### src/rhm_pkg.sv
// shared constants and types for the reset and hardware mode control block
package rhm_pkg;
    // register byte offsets on the axi4-lite bus
    localparam logic [7:0] OFF_TX_INSERT = 8'h00;
    localparam logic [7:0] OFF_TX_EXTRA = 8'h04;
    localparam logic [7:0] OFF_COMMON = 8'h08;
    localparam logic [7:0] OFF_TX_CTL = 8'h0C;
    localparam logic [7:0] OFF_RX_CTL = 8'h10;
    localparam logic [7:0] OFF_STATUS = 8'h14;
    localparam logic [7:0] OFF_CRC_CNT = 8'h18;
    localparam logic [7:0] OFF_FRAME_CNT = 8'h1C;
    // mapped bit positions inside the control registers
    localparam int BIT_TX_REMOTE_ALARM = 5;
    localparam int BIT_TX_DIST_MF_ALARM = 2;
    localparam int BIT_TX_HDB3 = 5;
    localparam int BIT_RX_HDB3 = 4;
    localparam int BIT_TX_CRC4 = 3;
    localparam int BIT_RX_CRC4 = 2;
    localparam int BIT_CAS_MF = 5;
    // status register field
    localparam int BIT_STAT_LOS = 0;
    localparam int BIT_STAT_HW_MODE = 1;
    // mode input indices
    localparam int MODE_REMOTE_ALARM = 0;
    localparam int MODE_DIST_MF_ALARM = 1;
    localparam int MODE_LINE_CODE = 2;
    localparam int MODE_CRC4 = 3;
    localparam int MODE_CAS = 4;
    localparam int MODE_PINS = 5;
    // reset and saturation values
    localparam logic [7:0] CTL_RESET = 8'h00;
    localparam logic [7:0] CNT_RESET = 8'h00;
    localparam logic [7:0] CNT_SAT = 8'hFF;
    // axi response codes
    localparam logic [1:0] RESP_OKAY = 2'h0;
    localparam logic [1:0] RESP_SLVERR = 2'h2;

    // framer control set seen by the datapaths
    typedef struct packed {
        logic [7:0] tx_insert_control_reg;
        logic [7:0] tx_extra_control_reg;
        logic [7:0] common_control_reg;
        logic [7:0] tx_control_reg;
        logic [7:0] rx_control_reg;
    } rhm_ctl_t;
endpackage

### src/rhm_reset_hwmode.sv
// reset handling, hardware mode pin mapping and axi4-lite control registers
`timescale 1ns/100ps
////////////////////////////////////////////////////////////////////////////////
// What this block does
// - chip reset clears controls, keeps error counters
// - resync starts at reset, holds while low
// - port select low: bus off, pins control
// - mode pin 0 drives transmit remote alarm
// - mode pin 1 drives distant multiframe alarm
// - mode pin 2 selects AMI or HDB3
// - mode pin 3 enables CRC4 multiframing both ways
// - mode pin 4 low enables CAS multiframing
// - loss of sync high during resync
// - no CRC4/frame counting during resync
////////////////////////////////////////////////////////////////////////////////
module rhm_reset_hwmode (
    input wire logic clk_sys,
    input wire logic resetn,
    input wire logic chip_rst_n,
    input wire logic port_select,
    input wire logic [4:0] mode_in,
    input wire logic rx_sync_found,
    input wire logic crc_err_evt,
    input wire logic frame_err_evt,
    output rhm_pkg::rhm_ctl_t ctl,
    output logic rx_loss_of_sync,
    output logic resync_req,
    input wire logic [7:0] s_axi_awaddr,
    input wire logic s_axi_awvalid,
    output logic s_axi_awready,
    input wire logic [31:0] s_axi_wdata,
    input wire logic [3:0] s_axi_wstrb,
    input wire logic s_axi_wvalid,
    output logic s_axi_wready,
    output logic [1:0] s_axi_bresp,
    output logic s_axi_bvalid,
    input wire logic s_axi_bready,
    input wire logic [7:0] s_axi_araddr,
    input wire logic s_axi_arvalid,
    output logic s_axi_arready,
    output logic [31:0] s_axi_rdata,
    output logic [1:0] s_axi_rresp,
    output logic s_axi_rvalid,
    input wire logic s_axi_rready
);
    ////////////////////////////////////////////////////////////////////////////
    // state
    rhm_pkg::rhm_ctl_t ctl_q; // control registers
    rhm_pkg::rhm_ctl_t ctl_d;
    logic [7:0] crc_cnt_q; // crc4 error counter
    logic [7:0] crc_cnt_d;
    logic [7:0] frm_cnt_q; // frame error counter
    logic [7:0] frm_cnt_d;
    logic los_q; // resync in progress
    logic aw_held_q; // write address taken
    logic w_held_q; // write data taken
    logic [7:0] awaddr_q;
    logic [31:0] wdata_q;
    logic wstrb0_q; // lane 0 strobe, taken together with the data
    logic bvalid_q;
    logic [1:0] bresp_q;
    logic rvalid_q;
    logic [1:0] rresp_q;
    logic [31:0] rdata_q;

    ////////////////////////////////////////////////////////////////////////////
    // decode
    wire hw_mode = ~port_select; // bus disabled, pins steer the mapped bits
    wire chip_rst = ~chip_rst_n;
    wire wr_go = aw_held_q & w_held_q & ~bvalid_q; // both halves present
    // the strobe is latched: a master may move it once its data has been taken
    wire wr_en = wr_go & ~hw_mode & ~chip_rst & wstrb0_q;
    wire sel_w_tx_insert_control_reg = wr_en && (awaddr_q == rhm_pkg::OFF_TX_INSERT);
    wire sel_w_txr = wr_en && (awaddr_q == rhm_pkg::OFF_TX_EXTRA);
    wire sel_w_ccr = wr_en && (awaddr_q == rhm_pkg::OFF_COMMON);
    wire sel_w_tcr = wr_en && (awaddr_q == rhm_pkg::OFF_TX_CTL);
    wire sel_w_rcr = wr_en && (awaddr_q == rhm_pkg::OFF_RX_CTL);
    wire sel_w_crc = wr_en && (awaddr_q == rhm_pkg::OFF_CRC_CNT);
    wire sel_w_frm = wr_en && (awaddr_q == rhm_pkg::OFF_FRAME_CNT);
    wire wr_mapped = (awaddr_q[7:5] == 3'h0) && (awaddr_q[1:0] == 2'h0);
    wire [1:0] wr_resp = (hw_mode || !wr_mapped) ? rhm_pkg::RESP_SLVERR : rhm_pkg::RESP_OKAY;
    wire [7:0] wbyte = wdata_q[7:0];
    // counting is frozen while resync runs
    wire crc_inc = crc_err_evt & ~los_q & (crc_cnt_q != rhm_pkg::CNT_SAT);
    wire frm_inc = frame_err_evt & ~los_q & (frm_cnt_q != rhm_pkg::CNT_SAT);

    ////////////////////////////////////////////////////////////////////////////
    // control register next value
    always_comb begin
        ctl_d = ctl_q;
        if (sel_w_tx_insert_control_reg) begin
            ctl_d.tx_insert_control_reg = wbyte;
        end
        if (sel_w_txr) begin
            ctl_d.tx_extra_control_reg = wbyte;
        end
        if (sel_w_ccr) begin
            ctl_d.common_control_reg = wbyte;
        end
        if (sel_w_tcr) begin
            ctl_d.tx_control_reg = wbyte;
        end
        if (sel_w_rcr) begin
            ctl_d.rx_control_reg = wbyte;
        end
        // hardware mode: everything clear except the pin driven bits
        if (hw_mode) begin
            ctl_d = '0;
            ctl_d.tx_insert_control_reg[rhm_pkg::BIT_TX_REMOTE_ALARM] =
                mode_in[rhm_pkg::MODE_REMOTE_ALARM];
            ctl_d.tx_extra_control_reg[rhm_pkg::BIT_TX_DIST_MF_ALARM] =
                mode_in[rhm_pkg::MODE_DIST_MF_ALARM];
            ctl_d.common_control_reg[rhm_pkg::BIT_TX_HDB3] = mode_in[rhm_pkg::MODE_LINE_CODE];
            ctl_d.common_control_reg[rhm_pkg::BIT_RX_HDB3] = mode_in[rhm_pkg::MODE_LINE_CODE];
            ctl_d.common_control_reg[rhm_pkg::BIT_TX_CRC4] = mode_in[rhm_pkg::MODE_CRC4];
            ctl_d.common_control_reg[rhm_pkg::BIT_RX_CRC4] = mode_in[rhm_pkg::MODE_CRC4];
            // register bit set means cas multiframing on, so the pin is inverted
            ctl_d.tx_control_reg[rhm_pkg::BIT_CAS_MF] = ~mode_in[rhm_pkg::MODE_CAS];
            ctl_d.rx_control_reg[rhm_pkg::BIT_CAS_MF] = ~mode_in[rhm_pkg::MODE_CAS];
        end
        // chip reset clears all controls, and overrides the pins
        if (chip_rst) begin
            ctl_d = '0;
        end
    end

    ////////////////////////////////////////////////////////////////////////////
    // counters: a software preset beats a same cycle error event
    assign crc_cnt_d = sel_w_crc ? wbyte : (crc_inc ? crc_cnt_q + 8'h01 : crc_cnt_q);
    assign frm_cnt_d = sel_w_frm ? wbyte : (frm_inc ? frm_cnt_q + 8'h01 : frm_cnt_q);

    // control and counters; chip reset leaves counters alone
    always_ff @(posedge clk_sys or negedge resetn) begin
        if (!resetn) begin
            ctl_q <= '0;
            crc_cnt_q <= rhm_pkg::CNT_RESET;
            frm_cnt_q <= rhm_pkg::CNT_RESET;
        end else begin
            ctl_q <= ctl_d;
            crc_cnt_q <= crc_cnt_d;
            frm_cnt_q <= frm_cnt_d;
        end
    end

    // resync: forced while chip reset is low, ends on sync found
    always_ff @(posedge clk_sys or negedge resetn) begin
        if (!resetn) begin
            los_q <= 1'b1;
        end else if (chip_rst) begin
            los_q <= 1'b1;
        end else if (rx_sync_found) begin
            los_q <= 1'b0;
        end
    end

    ////////////////////////////////////////////////////////////////////////////
    // axi write channel; address and data taken in either order
    always_ff @(posedge clk_sys or negedge resetn) begin
        if (!resetn) begin
            aw_held_q <= 1'b0;
            w_held_q <= 1'b0;
            awaddr_q <= 8'h00;
            wdata_q <= 32'h0000_0000;
            wstrb0_q <= 1'b0;
            bvalid_q <= 1'b0;
            bresp_q <= rhm_pkg::RESP_OKAY;
        end else begin
            if (s_axi_awvalid && s_axi_awready) begin
                aw_held_q <= 1'b1;
                awaddr_q <= s_axi_awaddr;
            end
            if (s_axi_wvalid && s_axi_wready) begin
                w_held_q <= 1'b1;
                wdata_q <= s_axi_wdata;
                wstrb0_q <= s_axi_wstrb[0];
            end
            if (wr_go) begin
                aw_held_q <= 1'b0;
                w_held_q <= 1'b0;
                bvalid_q <= 1'b1;
                bresp_q <= wr_resp;
            end else if (s_axi_bready) begin
                bvalid_q <= 1'b0;
            end
        end
    end

    ////////////////////////////////////////////////////////////////////////////
    // read decode; in hardware mode the bus answers slverr
    wire rd_mapped = (s_axi_araddr[7:5] == 3'h0) && (s_axi_araddr[1:0] == 2'h0);
    wire [7:0] stat_byte = {6'h00, hw_mode, los_q};
    wire [7:0] rd_byte =
        (s_axi_araddr == rhm_pkg::OFF_TX_INSERT) ? ctl_q.tx_insert_control_reg :
        (s_axi_araddr == rhm_pkg::OFF_TX_EXTRA) ? ctl_q.tx_extra_control_reg :
        (s_axi_araddr == rhm_pkg::OFF_COMMON) ? ctl_q.common_control_reg :
        (s_axi_araddr == rhm_pkg::OFF_TX_CTL) ? ctl_q.tx_control_reg :
        (s_axi_araddr == rhm_pkg::OFF_RX_CTL) ? ctl_q.rx_control_reg :
        (s_axi_araddr == rhm_pkg::OFF_STATUS) ? stat_byte :
        (s_axi_araddr == rhm_pkg::OFF_CRC_CNT) ? crc_cnt_q :
        (s_axi_araddr == rhm_pkg::OFF_FRAME_CNT) ? frm_cnt_q : 8'h00;
    wire rd_ok = rd_mapped & ~hw_mode;

    // axi read channel, one read at a time
    always_ff @(posedge clk_sys or negedge resetn) begin
        if (!resetn) begin
            rvalid_q <= 1'b0;
            rresp_q <= rhm_pkg::RESP_OKAY;
            rdata_q <= 32'h0000_0000;
        end else if (s_axi_arvalid && s_axi_arready) begin
            rvalid_q <= 1'b1;
            rresp_q <= rd_ok ? rhm_pkg::RESP_OKAY : rhm_pkg::RESP_SLVERR;
            rdata_q <= rd_ok ? {24'h000000, rd_byte} : 32'h0000_0000;
        end else if (s_axi_rready) begin
            rvalid_q <= 1'b0;
        end
    end

    ////////////////////////////////////////////////////////////////////////////
    // outputs
    assign s_axi_awready = ~aw_held_q & ~bvalid_q;
    assign s_axi_wready = ~w_held_q & ~bvalid_q;
    assign s_axi_bvalid = bvalid_q;
    assign s_axi_bresp = bresp_q;
    assign s_axi_arready = ~rvalid_q;
    assign s_axi_rvalid = rvalid_q;
    assign s_axi_rresp = rresp_q;
    assign s_axi_rdata = rdata_q;
    assign ctl = ctl_q;
    assign rx_loss_of_sync = los_q;
    assign resync_req = los_q;

    ////////////////////////////////////////////////////////////////////////////
    // checks
    a_rst_clears_ctl: assert property (@(posedge clk_sys) disable iff (!resetn)
        !chip_rst_n |=> (ctl_q == '0)) else $error("chip reset did not clear controls");
    a_rst_keeps_cnt: assert property (@(posedge clk_sys) disable iff (!resetn)
        (!chip_rst_n && !crc_err_evt && !sel_w_crc) |=> $stable(crc_cnt_q))
        else $error("chip reset disturbed crc counter");
    a_rst_forces_los: assert property (@(posedge clk_sys) disable iff (!resetn)
        !chip_rst_n |=> rx_loss_of_sync) else $error("loss of sync low during chip reset");
    a_hw_bus_refused: assert property (@(posedge clk_sys) disable iff (!resetn)
        (wr_go && hw_mode) |=> (s_axi_bvalid && s_axi_bresp == rhm_pkg::RESP_SLVERR))
        else $error("bus write accepted in hardware mode");
    a_hw_remote_alarm: assert property (@(posedge clk_sys) disable iff (!resetn)
        (hw_mode && chip_rst_n) |=> (ctl_q.tx_insert_control_reg ==
        {2'h0, $past(mode_in[rhm_pkg::MODE_REMOTE_ALARM]), 5'h00}))
        else $error("remote alarm bit not following pin");
    a_hw_dist_alarm: assert property (@(posedge clk_sys) disable iff (!resetn)
        (hw_mode && chip_rst_n) |=> (ctl_q.tx_extra_control_reg ==
        {5'h00, $past(mode_in[rhm_pkg::MODE_DIST_MF_ALARM]), 2'h0}))
        else $error("distant alarm bit not following pin");
    a_hw_common_bits: assert property (@(posedge clk_sys) disable iff (!resetn)
        (hw_mode && chip_rst_n) |=> (ctl_q.common_control_reg ==
        {2'h0, {2{$past(mode_in[rhm_pkg::MODE_LINE_CODE])}}, {2{$past(mode_in[rhm_pkg::MODE_CRC4])}}, 2'h0}))
        else $error("line code or crc4 bits wrong in hardware mode");
    a_hw_cas_invert: assert property (@(posedge clk_sys) disable iff (!resetn)
        (hw_mode && chip_rst_n) |=> (ctl_q.tx_control_reg[rhm_pkg::BIT_CAS_MF] !=
        $past(mode_in[rhm_pkg::MODE_CAS])) && (ctl_q.rx_control_reg == ctl_q.tx_control_reg))
        else $error("cas bits not inverted pin");
    a_los_clears: assert property (@(posedge clk_sys) disable iff (!resetn)
        (chip_rst_n && rx_sync_found) |=> !rx_loss_of_sync) else $error("loss of sync stuck high");
    a_no_count_resync: assert property (@(posedge clk_sys) disable iff (!resetn)
        (los_q && !sel_w_crc && !sel_w_frm) |=> ($stable(crc_cnt_q) && $stable(frm_cnt_q)))
        else $error("counter moved during resync");
    c_hw_mode_entry: cover property (@(posedge clk_sys) disable iff (!resetn)
        !chip_rst_n ##1 hw_mode ##[1:20] chip_rst_n);
    c_resync_done: cover property (@(posedge clk_sys) disable iff (!resetn)
        rx_loss_of_sync ##1 !rx_loss_of_sync);
    c_crc_saturate: cover property (@(posedge clk_sys) disable iff (!resetn)
        crc_cnt_q == rhm_pkg::CNT_SAT);
endmodule

### config.mk
export PLATFORM = sky130hd
export DESIGN_NAME = rhm_reset_hwmode
export DESIGN_NICKNAME = d
export VERILOG_FILES = /design/src/rhm_pkg.sv /design/src/rhm_reset_hwmode.sv
export SDC_FILE = /design/constraint.sdc
export NUM_CORES = 1
export LEC_CHECK = 0
export ABC_CLOCK_PERIOD_IN_PS = 5200
export BUFFER_PORTS_ARGS = -buffer_cell sky130_fd_sc_hd__buf_2
export CORE_MARGIN = 3
export CORE_UTILIZATION = 56
export DETAILED_ROUTE_END_ITERATION = 7
export PLACE_DENSITY_LB_ADDON = 0.1
export SKIP_CTS_REPAIR_TIMING = 1
export SLEW_MARGIN = 20
export SYNTH_ARGS = -nofsm -noshare
export SYNTH_HDL_FRONTEND = slang
export SYNTH_SLANG_ARGS = --single-unit
export TNS_END_PERCENT = 20
### constraint.sdc
create_clock -name clk_sys -period 5.2 [get_ports clk_sys]
set_input_delay 1.04 -clock clk_sys [delete_from_list [all_inputs] [get_ports clk_sys]]
set_output_delay 1.04 -clock clk_sys [all_outputs]
set_load 0.05 [all_outputs]
==> results.md <==
* Outcome: completed
* Hold Crit Class: reg2reg
* Dominant cells by area after synthesis: dfrtp_1 (42%), mux2_2 (7.3%), a21oi_1 (4.2%), o21ai_0 (4.1%), buf_4 (4.0%)
* Routed len/inst at 19.7 um
* Post-route clock skew at 0.0132 ns
* Antenna viol nets, final at 0
* Slowest stage delay, CP at 0.74 ns
* Cell count after synthesis at 539
* Total power per unit cell area at 398 nW/um2
* H-tree depth at 3
* 1st-pass router iterations at 5
* Final Critical Period at 3.02 ns
* Via density at 6.28
* CP max stage cell: nor3_1
* Global-route wire length before repair at 22400 um
* Max_cap viols at 0
* Largest net degree at the start of global routing at 49
* Port bufs at 98
* Setup CP Type: in2reg
* Clock-pin slew on the worst setup and hold paths at roughly 0.080 ns
* Share of the synthesized area in the top cell type at 42.5%
* Worst R2R Path Depth at 4
* DRC violations left at 0
* Post-synth top cells: dfrtp_1 (87), a21oi_1 (43), o21ai_0 (42)
* Yosys cell types at 64
* P&R area growth vs syn at 11.7%
* Vias in the first global route at ~4200
* Cell family with most CP delay: simple AND/OR/NAND/NOR gates
* FF-to-FF setup slack at 2.84 ns
* FMAX at 331 MHz
* Leak at ~0.0026 uW
* CP arrival at 3.30 ns
* Final GP Congestion at 0.921
* Worst Path Buf+Inv at 1
* Count of boundary I/O pins at 152
* Worst Path Required at 5.48 ns
* R2R Path Start: awaddr_q[0]$_DFFE_PN0P_
* Final period util at 58.1%
* Yosys top cell by area: dfrtp_1
* Critical Path Fanout Max at 22
* CP Capture Type: register
* Post-Place Worst Slack at 1.83 ns
* CTS sink cnt at 88
* FP Rows at 34
* Antenna cells at 0
* All-Layer GR Usage at 28.1%
* WHS Endpoint: s_axi_rdata[0]$_DFFE_PN0P_
* NumNets Final at 681
* Worst vdd ir at 0.342 mV
* Initial antenna violation count at 0
* Die Height at around 100 um
* Worst Tran Pin Value at 1.11 ns
* Initial DRC count at between 400 and 500
* RSZ-0062 raised after global routing: no
* Primary FF master, synth: dfrtp_1
* Root buffer cell: clkbuf_8
* Register area share after synthesis at 43.0%
* Post-Syn Area per Cell at approximately 9.5 um2
* Routed WL at 14200 um
* PnR worst setup slack at 2.18 ns
* EDFF count, synth at 0
* Core area at 8810 um2
* Initial Utilization at 58.2%
* Cts bufs inserted at 9
* Via Count at 4539
* Final hold vios at 0
* Final Max Tran Viols at 0
* Slew Limit Headroom at around 26%
* Hold path startpoint: s_axi_rdata[0]$_DFFE_PN0P_
* Yosys warning total at 0
* Hold path depth at 2
* Crit path launch type: primary input
* Worst-Skew Late Latency at 0.36 ns
* CP Cell Sequence: buf_2, or4b_2, nor3_1, o221ai_1, a22oi_1
* Synthesized area at 5120 um2
* CTS Buffer Depth at 2
* Final setup viols at 0
* Detail Placement HPWL at between 10000 and 15000 um
* Share of cells above drive strength 1 at 26.0%
* TritonCTS clock tree: done
* Synthesis-stage register bit count at 88
* FF-to-FF End: crc_cnt_q[6]$_DFFE_PN0P_
* Grt ovf at 0
* Die area at 10300 um2
* Setup_tns at 0 ns
* Most common cell in the netlist: dfrtp_1
* Post-synthesis async set-or-reset flop share at 100%
* Die Span X at ~100 um
==> cell usage in the layout (no fill, tap or decap), types with 5 or more instances in the layout <==
cell and instances:
buf_2 97, dfrtp_1 87, a21oi_1 43, o21ai_0 42, mux2_2 33, nand4_1 30
nor2_1 27, conb_1 26, nand3_1 17, o21ai_1 16, nand2_1 16, a31oi_1 15
nor2b_1 14, mux2i_1 13, nor3_1 13, clkbuf_8 9, inv_1 8, nand2b_1 8
and3_1 5, nor3b_1 5, xnor2_1 5, and2_1 5, a2bb2oi_1 5, buf_4 5
==> per-stage QoR <==
step                util [%]  std cells  power (uW)  hold WS (ns)  cell area (um2)
finish                  65.0        723        2280         0.496             5720
global route            65.0        723        2400         0.537             5720
CTS                     65.0        723        2270         0.506             5720
detailed placement      62.6        707        1750         0.486             5510
global placement        62.2        706        1720         0.463             5480
floorplan                  -        564        1540         0.482             5220
==> per-layer routing <==
layer / GRT usage [%] / vias to the layer above / share of wire [%]
met3: 3.58 / 23 / 8.3
li1: - / 2084 / -
met2: 42.4 / 242 / 46
met1: 42.2 / 2190 / 44
met4: 8.69 / 0 / 1.5
met5: 0 / - / 0
==> worst register-to-register path, cell delays in order (launching register included) <==
cell and delay, ns:
dfrtp_1 0.39, or4_4 0.61, or4_4 0.72, nor2_4 0.19, mux2_1 0.34
==> worst max-delay path by stage <==
stage / startpoint / endpoint / cells after the start
2_1_floorplan: s_axi_araddr[6] / s_axi_rdata[1]$_DFFE_PN0P_ / 4
3_3_place_gp: port_select / s_axi_rdata[1]$_DFFE_PN0P_ / 5
3_5_place_dp: port_select / s_axi_rdata[1]$_DFFE_PN0P_ / 5
4_1_cts: port_select / s_axi_rdata[1]$_DFFE_PN0P_ / 5
5_1_grt: port_select / s_axi_rdata[1]$_DFFE_PN0P_ / 5
6_report: port_select / s_axi_rdata[1]$_DFFE_PN0P_ / 5
==> kinds of logic (layout without fill, tap and decap cells) <==
family / Yosys count / after routing / synth area share, %
other: 1 / 26 / 0.0732
and+or+nand+nor: 169 / 169 / 19.9
muxes: 48 / 48 / 10.2
xor gates and xnor gates: 7 / 7 / 1.20
buffers and inverters: 76 / 127 / 8.28
adders and majority gates: 2 / 2 / 0.488
AOI/OAI and AO/OA: 148 / 148 / 16.8
DFF: 88 / 88 / 43.0
==> sequential cells by signal, indices dropped and copies added, names as in the netlist, 8 cells and up <==
register / cells
ctl: 40
awaddr_q: 8
crc_cnt_q: 8
frm_cnt_q: 8
s_axi_rdata: 8
wdata_q: 8
==> final cells by class <==
cell class	instances	area (um2)
Clock buffer	11	131
Tap cell	108	135
Fill cell	758	3080
Inverter	8	30.0
Clock inverter	5	81.3
Timing Repair Buffer	103	551
Multi-Input combinational cell	400	2590
Sequential cell	88	2200
==> power breakdown <==
part           leakage [uW]  internal (uW)  switching [uW]
Sequential          0.00114            815             276
Clock              0.000104            271             250
Combinational       0.00131            247             420
Power figures use the tool's default switching activity.
